$ cat config.mk
export PLATFORM = sky130hd
export DESIGN_NAME = lbs_selector
export DESIGN_NICKNAME = d
export VERILOG_FILES = /design/src/hdl/lbs_block_eval.v /design/src/hdl/lbs_selector.v
export VERILOG_INCLUDE_DIRS = /design/src /design/src/hdl
export SDC_FILE = /design/constraint.sdc
export NUM_CORES = 1
export LEC_CHECK = 0
export CAP_MARGIN = 20
export CELL_PAD_IN_SITES_DETAIL_PLACEMENT = 0
export CELL_PAD_IN_SITES_GLOBAL_PLACEMENT = 1
export CORE_ASPECT_RATIO = 1.1
export CORE_MARGIN = 1
export CORE_UTILIZATION = 52
export CTS_BUF_LIST = sky130_fd_sc_hd__clkbuf_2
export CTS_CLUSTER_SIZE = 40
export DETAILED_ROUTE_END_ITERATION = 7
export DONT_BUFFER_PORTS = 1
export PLACE_DENSITY = 0.92
export SYNTH_ARGS = -nofsm -noshare
export SYNTH_HDL_FRONTEND = slang
export SYNTH_HIERARCHICAL = 1
export SYNTH_SLANG_ARGS = --single-unit
$ cat constraint.sdc
create_clock -name clock -period 7.02 [get_ports clock]
set_input_delay 2.106 -clock clock [delete_from_list [all_inputs] [get_ports clock]]
set_output_delay 2.106 -clock clock [all_outputs]
set_load 0.03 [all_outputs]
$ cat src/hdl/lbs_defines.vh
// shared constants for the logic block table selector
`ifndef LBS_DEFINES_VH
`define LBS_DEFINES_VH

// condition result codes
`define LBS_CND_FALSE       2'h0
`define LBS_CND_TRUE        2'h1
`define LBS_CND_ERROR       2'h2
`define LBS_CND_NA          2'h3

// combining operator codes
`define LBS_OP_DEFAULT      3'h0
`define LBS_OP_AND3         3'h1
`define LBS_OP_OR3          3'h2
`define LBS_OP_AND12_OR3    3'h3
`define LBS_OP_OR12_AND3    3'h4

// selected table numbers
`define LBS_TBL_A           2'h1
`define LBS_TBL_B           2'h2
`define LBS_TBL_C           2'h3

// register byte offsets
`define LBS_REG_ENABLE      8'h00
`define LBS_REG_OPER        8'h04
`define LBS_REG_MAP         8'h08
`define LBS_REG_LUT_CFG     8'h0c
`define LBS_REG_SELECTED    8'h10
`define LBS_REG_OUT01       8'h14
`define LBS_REG_OUT23       8'h18
`define LBS_REG_EC_DATA     8'h1c
`define LBS_REG_EC_MIN      8'h20
`define LBS_REG_EC_MAX      8'h24

// reset values
`define LBS_OPER_RST        9'h009
`define LBS_MAP_RST13       9'h0d1
`define LBS_MAP_RST24       9'h1ac
`define LBS_OUT_NA          16'hffff

`endif

$ cat src/hdl/lbs_block_eval.v
// one logic block: operator decode and ordered table choice
`timescale 1ns/1ps
`include "lbs_defines.vh"

module lbs_block_eval (
   // conditions, three per table, table A in the low bits
   input  wire [17:0] cond,
   // operators, table A in the low bits
   input  wire [8:0]  oper,
   // chosen table number 1..3
   output reg  [1:0]  sel_tbl
);

   // ==========================================
   // qualify one table
   function qualifies;
      input [5:0] c;
      input [2:0] op;
      reg t1, t2, t3, a1, a2, a3;
      begin
         t1 = (c[1:0] == `LBS_CND_TRUE);
         t2 = (c[3:2] == `LBS_CND_TRUE);
         t3 = (c[5:4] == `LBS_CND_TRUE);
         // n/a counts as true only for all-and
         a1 = t1 | (c[1:0] == `LBS_CND_NA);
         a2 = t2 | (c[3:2] == `LBS_CND_NA);
         a3 = t3 | (c[5:4] == `LBS_CND_NA);
         case (op) // RULE_01 RULE_17
            `LBS_OP_DEFAULT:   qualifies = 1'b1;           // RULE_03
            `LBS_OP_AND3:      qualifies = a1 & a2 & a3;   // RULE_04
            `LBS_OP_OR3:       qualifies = t1 | t2 | t3;   // RULE_05
            `LBS_OP_AND12_OR3: qualifies = (t1 & t2) | t3; // RULE_06
            `LBS_OP_OR12_AND3: qualifies = (t1 | t2) & t3; // RULE_07
            default:           qualifies = 1'b0;
         endcase
      end
   endfunction

   // ==========================================
   // first qualifying table wins
   always @* begin
      if (qualifies(cond[5:0], oper[2:0]))                // RULE_18
         sel_tbl = `LBS_TBL_A;                            // RULE_08
      else if (qualifies(cond[11:6], oper[5:3]))
         sel_tbl = `LBS_TBL_B;
      else if (qualifies(cond[17:12], oper[8:6]))
         sel_tbl = `LBS_TBL_C;
      else
         sel_tbl = `LBS_TBL_A;                            // RULE_09
   end

endmodule

$ cat src/hdl/lbs_selector.v
// logic block table selector with avalon-mm register slave
//
// Design decisions made here: register access over Avalon-MM and the register addresses.
`timescale 1ns/1ps
`include "lbs_defines.vh"

// Function
// (RULE_01) operator codes: default, and, or, mixes
// (RULE_02) reset: A,B all-and; C default table
// (RULE_03) default table selected without checking conditions
// (RULE_04) all-and: false/error reject, n/a passes
// (RULE_05) all-or: any true selects
// (RULE_06) (c1 and c2) or c3 selects
// (RULE_07) (c1 or c2) and c3 selects
// (RULE_08) first true table wins, rest skipped
// (RULE_09) nothing qualifies: table A chosen
// (RULE_10) software should put default last
// (RULE_11) selected table number readable, kept current
// (RULE_12) six-table mapping per table, reset defaults
// (RULE_13) unconfigured lookup table gives not available
// (RULE_14) configured lookup table output passes through
// (RULE_15) output percent with one decimal digit
// (RULE_16) extra control data routed with scaling limits
// (RULE_17) condition codes false,true,error,n/a
// (RULE_18) evaluate A, then B, then C
// (RULE_19) four blocks, enables cleared at reset
// (RULE_20) selection rerun and registered every cycle
// (RULE_21) reset shows table A and not available
module lbs_selector #(
   parameter NBLK = 4
) (
   // clock and reset
   input  wire                clock,
   input  wire                reset_n,
   // avalon-mm slave
   input  wire [7:0]          avs_address,
   input  wire                avs_read,
   input  wire                avs_write,
   input  wire [31:0]         avs_writedata,
   output reg  [31:0]         avs_readdata,
   output reg                 avs_waitrequest,
   // condition results, block-major, 18 bits each
   input  wire [18*NBLK-1:0]  condition_results,
   // lookup table unit outputs, 16 bits each, percent x10
   input  wire [16*6-1:0]     lookup_table_unit_value,
   // extra control input from process data
   input  wire [15:0]         extra_control_input,
   input  wire                extra_control_valid,
   // per block results
   output reg  [2*NBLK-1:0]   selected_table,
   output reg  [16*NBLK-1:0]  logic_block_output,
   // extra control routed to function blocks
   output reg  [15:0]         extra_control_out
);

   // ==========================================
   // configuration registers
   reg  [3:0]  enable_r;
   reg  [35:0] oper_all_r;
   reg  [35:0] map_all_r;
   reg  [5:0]  lut_cfg_r;
   reg  [15:0] ec_min_r;
   reg  [15:0] ec_max_r;
   reg         ack_r;

   wire        bus_req = (avs_read | avs_write) & ~ack_r;
   // writes land only at the edge the master sees waitrequest low
   wire        wr_ack  = avs_write & ~avs_waitrequest;
   wire [1:0]  blk_sel = avs_writedata[31:30];

   // ==========================================
   // register writes; one wait cycle then ack
   always @(posedge clock or negedge reset_n) begin
      if (!reset_n) begin
         enable_r   <= 4'h0;                                            // RULE_19
         oper_all_r <= {4{`LBS_OPER_RST}};                              // RULE_02
         map_all_r  <= {`LBS_MAP_RST24, `LBS_MAP_RST13, `LBS_MAP_RST24, `LBS_MAP_RST13}; // RULE_12
         lut_cfg_r  <= 6'h00;
         ec_min_r   <= 16'h0000;
         ec_max_r   <= 16'hffff;
         ack_r      <= 1'b0;
      end else begin
         ack_r <= bus_req;
         if (wr_ack) begin
            if (avs_address == `LBS_REG_ENABLE)
               enable_r <= avs_writedata[3:0];
            else if (avs_address == `LBS_REG_OPER) begin
               case (blk_sel)
                  2'h0: oper_all_r[8:0]   <= avs_writedata[8:0];
                  2'h1: oper_all_r[17:9]  <= avs_writedata[8:0];
                  2'h2: oper_all_r[26:18] <= avs_writedata[8:0];
                  default: oper_all_r[35:27] <= avs_writedata[8:0];
               endcase
            end else if (avs_address == `LBS_REG_MAP) begin
               case (blk_sel)
                  2'h0: map_all_r[8:0]   <= avs_writedata[8:0];
                  2'h1: map_all_r[17:9]  <= avs_writedata[8:0];
                  2'h2: map_all_r[26:18] <= avs_writedata[8:0];
                  default: map_all_r[35:27] <= avs_writedata[8:0];
               endcase
            end else if (avs_address == `LBS_REG_LUT_CFG)
               lut_cfg_r <= avs_writedata[5:0];
            else if (avs_address == `LBS_REG_EC_MIN)
               ec_min_r <= avs_writedata[15:0];
            else if (avs_address == `LBS_REG_EC_MAX)
               ec_max_r <= avs_writedata[15:0];
         end
      end
   end

   // ==========================================
   // per block evaluation
   wire [1:0] sel_w [0:3];
   reg  [15:0] lut_val [0:5];
   integer k;
   always @* begin
      for (k = 0; k < 6; k = k + 1)
         lut_val[k] = lookup_table_unit_value[16*k +: 16];
   end

   genvar g;
   generate
      for (g = 0; g < NBLK; g = g + 1) begin : blk
         wire [1:0]  tbl;
         wire [2:0]  lut_num;
         lbs_block_eval u_eval (
            .cond    (condition_results[18*g +: 18]),
            .oper    (oper_all_r[9*g +: 9]),
            .sel_tbl (tbl)
         );
         // lookup table number 1..6 for the chosen table
         assign lut_num = map_all_r[9*g + 3*(tbl - 2'h1) +: 3];
         always @(posedge clock or negedge reset_n) begin
            if (!reset_n) begin
               selected_table[2*g +: 2]      <= `LBS_TBL_A;             // RULE_21
               logic_block_output[16*g +: 16] <= `LBS_OUT_NA;
            end else if (enable_r[g]) begin                              // RULE_20
               selected_table[2*g +: 2] <= tbl;                          // RULE_11
               if (lut_num == 3'h0 || lut_num > 3'h6 || !lut_cfg_r[lut_num - 3'h1])
                  logic_block_output[16*g +: 16] <= `LBS_OUT_NA;         // RULE_13
               else
                  logic_block_output[16*g +: 16] <= lut_val[lut_num - 3'h1]; // RULE_14 RULE_15
            end
         end
      end
   endgenerate

   // ==========================================
   // extra control clamped to its scaling limits
   always @(posedge clock or negedge reset_n) begin
      if (!reset_n)
         extra_control_out <= 16'h0000;
      else if (extra_control_valid) begin                               // RULE_16
         if (extra_control_input < ec_min_r)
            extra_control_out <= ec_min_r;
         else if (extra_control_input > ec_max_r)
            extra_control_out <= ec_max_r;
         else
            extra_control_out <= extra_control_input;
      end
   end

   // ==========================================
   // read path and waitrequest
   always @(posedge clock or negedge reset_n) begin
      if (!reset_n) begin
         avs_readdata    <= 32'h00000000;
         avs_waitrequest <= 1'b1;
      end else begin
         avs_waitrequest <= ~bus_req;
         if (avs_read && bus_req) begin
            if (avs_address == `LBS_REG_ENABLE)
               avs_readdata <= {28'h0000000, enable_r};
            else if (avs_address == `LBS_REG_OPER)
               avs_readdata <= {28'h0000000, oper_all_r[35:32]} | 32'h0 | {5'h00, oper_all_r[26:0]};
            else if (avs_address == `LBS_REG_MAP)
               avs_readdata <= {5'h00, map_all_r[26:0]};
            else if (avs_address == `LBS_REG_LUT_CFG)
               avs_readdata <= {26'h0000000, lut_cfg_r};
            else if (avs_address == `LBS_REG_SELECTED)
               avs_readdata <= {24'h000000, selected_table};
            else if (avs_address == `LBS_REG_OUT01)
               avs_readdata <= logic_block_output[31:0];
            else if (avs_address == `LBS_REG_OUT23)
               avs_readdata <= logic_block_output[63:32];
            else if (avs_address == `LBS_REG_EC_DATA)
               avs_readdata <= {16'h0000, extra_control_out};
            else if (avs_address == `LBS_REG_EC_MIN)
               avs_readdata <= {16'h0000, ec_min_r};
            else if (avs_address == `LBS_REG_EC_MAX)
               avs_readdata <= {16'h0000, ec_max_r};
            else
               avs_readdata <= 32'h00000000;
         end
      end
   end

endmodule

**Yosys cells after proc, flatten, opt, wreduce, memory -nomap -nowiden**

Index checks and enable logic that the tools add are counted.

- Bits in read-only memories: 0
- Bits of input ports: 229
- Bits in latches: 0
- Memories: 0
- Output and inout port bits: 121
- Word-level logic and storage cells: 441
- Register bits after elaboration: 236
- Bits in writable memories: 0

- Muxes and demuxes: 72
- Divide/modulo/power cells: 0
- Equality and inequality tests: 131
- Multipliers: 4
- Shift operators: 4
- Reduce and logical (&&, ||, !) cells: 44
- Magnitude comparators: 14
- Add/sub/neg operators: 11
- Bitwise operators: 137

Operators with widths:

| operator | count |
|---|---|
| 2-to-1 mux 16 bit | 17 |
| 2-to-1 mux 32 bit | 7 |
| binary-select mux 16 bit (select 3 bit) | 4 |
| variable part select 36 x 33 -> 3 bit | 4 |
| == test 2 x 1 -> 1 bit, second input constant | 37 |
| == test 2 bit, second input constant | 37 |
| bitwise OR 1 bit | 73 |
| == test 3 x 2 -> 1 bit, second input constant | 24 |
| case mux 1 bit (5 select lines) | 12 |
| AND 1 bit | 50 |
| logical NOT 3 bit | 16 |
| == test 3 x 1 -> 1 bit, second input constant | 12 |
| == test 3 bit, second input constant | 12 |
| == test 8 x 5 -> 1 bit, second input constant | 4 |
| bitwise OR 4 x 27 -> 27 bit | 1 |
| AND reduction 5 bit | 5 |
| multiplier 3 x 3 -> 6 bit, first input constant | 4 |
| 2-to-1 mux 2 bit | 12 |
| == test 8 x 4 -> 1 bit, second input constant | 2 |
| == test 8 x 6 -> 1 bit, second input constant | 2 |
| greater-or-equal comparator 4 bit, second input constant | 4 |
| > comparator 16 bit | 1 |
| less-than comparator 16 bit | 1 |
| less-than comparator 3 x 4 -> 1 bit, second input constant | 4 |
| 20 further kinds | 72 |

**Longest topological paths before layout**

- Depth in word-level cells: 21
- Mapped depth: 26

**Modules after synthesis**

Netlist, hierarchy kept.

By module, submodules not included:

| module | area an instance (µm²) | times used | cells each |
|---|---|---|---|
| lbs_selector | 16313.1 | 1 | 1531 |
| lbs_block_eval | 234.0 | 4 | 34 |

**Least setup slack after synthesis**

No wires, ideal clock.

- Path type: input port to flip-flop
- Start: input port condition_results[37]
- End: register logic_block_output[37]
- Path buffers: 7
- Arrival time: 7288 ps
- Cell stages on the path: 23
- Slack: -352 ps
- Data required time: 6937 ps
- Cell sequence: nand2b_1 a21oi_1 o21bai_1 a221oi_1 or2_1 buf_2 inv_1 ha_1 buf_6 mux4_2 mux2_2 mux4_2 a22oi_2 buf_4 buf_4 buf_2 ha_1 ha_1 nand2b_1 buf_1 clkbuf_1 o22ai_1 o32a_1

- Word-level cells in the longest chain between the ends: 16
- Elaborated cells on any way between the ends: 29
- Classes of those cells: add/sub (3); mul (1); order compare (1); eq/ne (2); shift (1); mux (8); bitwise (9); reduce/logical (4)

RTL lines:

| what | RTL line | text |
|---|---|---|
| start, declared | lbs_selector.v:43 | `input wire [18*NBLK-1:0] condition_results,` |
| == test 2 x 1 -> 1 bit (no line) or == test 2 bit (tied branches) | -- |  |
| bitwise OR 1 bit | lbs_block_eval.v:25 | `` a1 = t1 \| (c[1:0] == `LBS_CND_NA); `` |
| AND 1 bit (2 in series) | lbs_block_eval.v:30 | `` `LBS_OP_AND3: qualifies = a1 & a2 & a3; `` |
| case mux 1 bit (5 select lines) * | lbs_block_eval.v:28 | `case (op)` |
| 2-to-1 mux 2 bit * | lbs_block_eval.v:42 | `if (qualifies(cond[5:0], oper[2:0]))` |
| net blk[2].tbl[0] | lbs_selector.v:124 | `wire [1:0] tbl;` |
| subtractor 2 x 1 -> 3 bit * | lbs_selector.v:132 | `assign lut_num = map_all_r[9*g + 3*(tbl - 2'h1) +: 3];` |
| multiplier 3 x 3 -> 6 bit * | lbs_selector.v:132 |  |
| adder 6 x 6 -> 7 bit * | lbs_selector.v:132 |  |
| variable part select 36 x 33 -> 3 bit * | lbs_selector.v:132 |  |
| subtractor 3 x 1 -> 3 bit | lbs_selector.v:139, lbs_selector.v:142 |  |
| inverter 3 -> 4 bit (implied by the code) or binary-select mux 1 bit (select 3 bit) (tied branches) | lbs_selector.v:142, lbs_selector.v:139 |  |
| binary-select mux 16 bit (select 3 bit) or 2-to-1 mux 1 bit (tied branches) | lbs_selector.v:142, lbs_selector.v:139 |  |
| 2-to-1 mux 16 bit (implied by the code) or logical NOT 1 bit (tied branches) | lbs_selector.v:142, lbs_selector.v:139 |  |
| 2-to-1 mux 16 bit (implied by the code) or logical OR 1 bit (tied branches) | lbs_selector.v:142, lbs_selector.v:139 |  |
| 2-to-1 mux 16 bit * | lbs_selector.v:139 | `if (lut_num == 3'h0 \|\| lut_num > 3'h6 \|\| !lut_cfg_r[lut_num - 3'h1])` |
| end signal, assigned by index | lbs_selector.v:136 | `` logic_block_output[16*g +: 16] <= `LBS_OUT_NA; `` |
| end signal, assigned by index | lbs_selector.v:140 | `` logic_block_output[16*g +: 16] <= `LBS_OUT_NA; `` |
| end signal, assigned by index | lbs_selector.v:142 | `logic_block_output[16*g +: 16] <= lut_val[lut_num - 3'h1];` |
| end, declared | lbs_selector.v:51 | `output reg [16*NBLK-1:0] logic_block_output,` |

The timed path passes the listed nets; every way through them passes the cells marked *. The select of a mux whose other input is x is not followed.
A chain may end at the register's enable or synchronous reset.

**Worst setup path in the final report**

- Start: input port condition_results[37]
- End: register logic_block_output[32]

The elaborated chain is that of the path after synthesis.

==> flow_metrics.tcl <==
set metrics [dict create \
    crit_required_ps 7800 \
    layout.nets 1938 \
    clock_path_buffers 3 \
    track_usage_pct 35.8 \
    port-buffer-count 0 \
    clk_pin_slew_ps 100 \
    finalSetupViolations 0 \
    ios 350 \
    dp_hpwl_mm 45.0 \
    cap_violations 0 \
    seq_area_sq_um 6040 \
    rows 69 \
    p_per_area_nw_per_um2 177 \
    dieArea_sq_um 33900 \
    synth_nets 1950 \
    wl_per_cell_um 28.7 \
    start_kind "input port" \
    yosys_register_bits 236 \
    grt_max_degree 237 \
    grt_pass1_wl_mm 90.9 \
    fin_crit_sh_pct 87.2 \
    avgSynthCellArea_sq_um 10.3 \
    cts-buffers-inserted 60 \
    vias_per_cell 6.96 \
    worstSetupPathType "in -> reg" \
    yosysMostFrequentCell "mux2i_1" \
    hold_buffers 0 \
    worstHoldPathType "reg -> reg" \
    yosysSeqAreaShare_pct 35.0 \
    core_area_sq_um 32500 \
    finalHoldViolations 0 \
    worstMarginPinSlew_ps 1010 \
    cp.arrival_ps 6900 \
    synth-edff-count 0 \
    synth_warnings 6 \
    skew_ps 140 \
    yosysTopAreaCellShare_pct 18.1 \
    place_congestion 1.01 \
    rsz0062_at_grt "no" \
    synth.area.top_cells "dfrtp_1, dfstp_2, mux2_2" \
    multi_input_area_sq_um 10500 \
    grt-ovfl-total 0 \
    worstSkewPairLatency_ps 980 \
    fmaxAchievable_mhz 163 \
    synth_ff_type "dfrtp_1" \
    synthTopCellsByCount "mux2i_1, mux2_2, dfrtp_1" \
    cts-root-buf "clkbuf_2" \
    maxSlewViolCount 0 \
    h-tree-depth 2 \
    drive_gt1_share_pct 31.0 \
    antenna_found_initial 4 \
    vias 14800 \
    cts_sinks 236 \
    cts_resized 0 \
    drc_errors 0 \
    synth.distinct_cells 71 \
    power_mw 3.23 \
    wl_mm 61.1 \
    synthesis.area_sq_um 17200 \
    maxSlewHeadroom_pct 32.7 \
    fillers 2950 \
    cp-end-kind "flop" \
    grt_pass1_vias 14800 \
    drt_iter0_drc 1377 \
    start_util_pct 53.1 \
    post-cts-setup-buffer-count 0 \
    ant_nets 0 \
    die_w_um 176 \
    synthArstFlopShare_pct 100 \
    setup_tns_ps 0 \
    syn_to_final_growth_pct 5.98 \
    cp_max_fo 16 \
    ir_drop_mv 0.155 \
    syn_inst 1667 \
    dr.pass1.iters 6 \
    fp.dieH_um 193 \
    synth_top_area_cell "dfrtp_1" \
    status "complete, no violations" \
    leakage_nw 8.30 \
    min_period_ps 6120 \
    cts_tree "built" \
]
==> per-layer routing <==
metal | up-vias | global-route usage, % | wire, um
met5 | - | 0 | 47
met4 | 7 | 19.7 | 3440
met3 | 198 | 12.7 | 7220
met2 | 878 | 58.7 | 28800
met1 | 7391 | 41.0 | 21700
li1 | 6357 | - | -
==> logic make-up after synthesis <==
group | Yosys count | synth area share, %
AO/OA/AOI/OAI | 455 | 18.1
XOR/XNOR | 1 | 0.0943
adder cells (fa/ha/maj) | 54 | 3.92
buffers and inverters | 182 | 4.32
flip-flops | 236 | 35.0
multiplexers | 399 | 28.4
AND/OR/NAND/NOR | 340 | 10.1
==> registers in the layout, indices dropped and copies added (netlist names) <==
signal / count
ack_r: 1
avs_readdata: 32
avs_waitrequest: 1
ec_max_r: 16
ec_min_r: 16
enable_r: 4
extra_control_out: 16
logic_block_output: 64
lut_cfg_r: 6
map_all_r: 36
oper_all_r: 36
selected_table: 8
==> power by group <==
group,internal [mW],switching [mW],leakage (nW)
sequential,1.54,0.367,2.89
clock,0.362,0.603,0.430
combinational,0.192,0.173,4.97
==> critical path, cell delays in order <==
cell and delay, ps:
nand2b_1 140, a21oi_1 190, o21bai_1 90, a221oi_1 410
or2_1 230, inv_2 110, ha_1 220, ha_1 590
buf_4 210, mux4_2 300, mux2_2 280, nand3_1 90
o31ai_1 80, a21oi_1 310, ha_1 210, ha_1 200
nor2_1 60, a21oi_1 250, o2111ai_4 370, o32a_1 460
==> cells in the final DEF, fill, tap and decap left out, types with 27 or more instances in the layout <==
master	n
o21ai_0	65
nand3_1	27
dfstp_2	111
mux4_2	56
a22oi_1	85
a21oi_1	98
inv_1	56
o22ai_1	37
buf_4	46
dfrtp_1	125
a31oi_1	28
ha_1	54
o32a_1	32
mux2_2	170
clkbuf_2	95
nand2_1	85
nor2_1	92
nand2b_1	30
mux2i_1	173
nor2b_1	28
==> layout make-up <==
cell class | instances | share of cell area, %
diodes | 1 | 0.0137
clock buffers | 95 | 2.60
clock inverters | 17 | 0.411
inverters | 58 | 1.19
multi-input cells | 1249 | 57.5
flip-flops and latches | 236 | 33.1
well taps | 426 | 2.92
repair buffers | 50 | 2.33
==> per-stage QoR <==
step / std cells / setup WS [ps] / cell area, sq um / utilization [%] / hold WS [ps]
floorplan: 1667 / 20.7 / 17300 / - / 442
global placement: 2019 / 193 / 17700 / 54.6 / 450
detailed placement: 2019 / 17.3 / 17700 / 54.6 / 455
CTS: 2131 / 999 / 18300 / 56.3 / 481
global route: 2132 / 607 / 18300 / 56.3 / 496
finish: 2132 / 900 / 18300 / 56.3 / 481
==> worst paths after layout <==
path / to / cells after the start / start / slack [ps]
setup / recovery: logic_block_output[32] / 20 / condition_results[37] / 900
hold / removal: avs_waitrequest / 1 / ack_r / 480
setup reg to reg: logic_block_output[16] / 19 / oper_all_r[13] / 1760
hold reg to reg: avs_waitrequest / 1 / ack_r / 480
max in group asynchronous: oper_all_r[30] / 0 / reset_n / 5680
min in group asynchronous: avs_readdata[25] / 0 / reset_n / 860
Power figures use the tool's default switching activity.
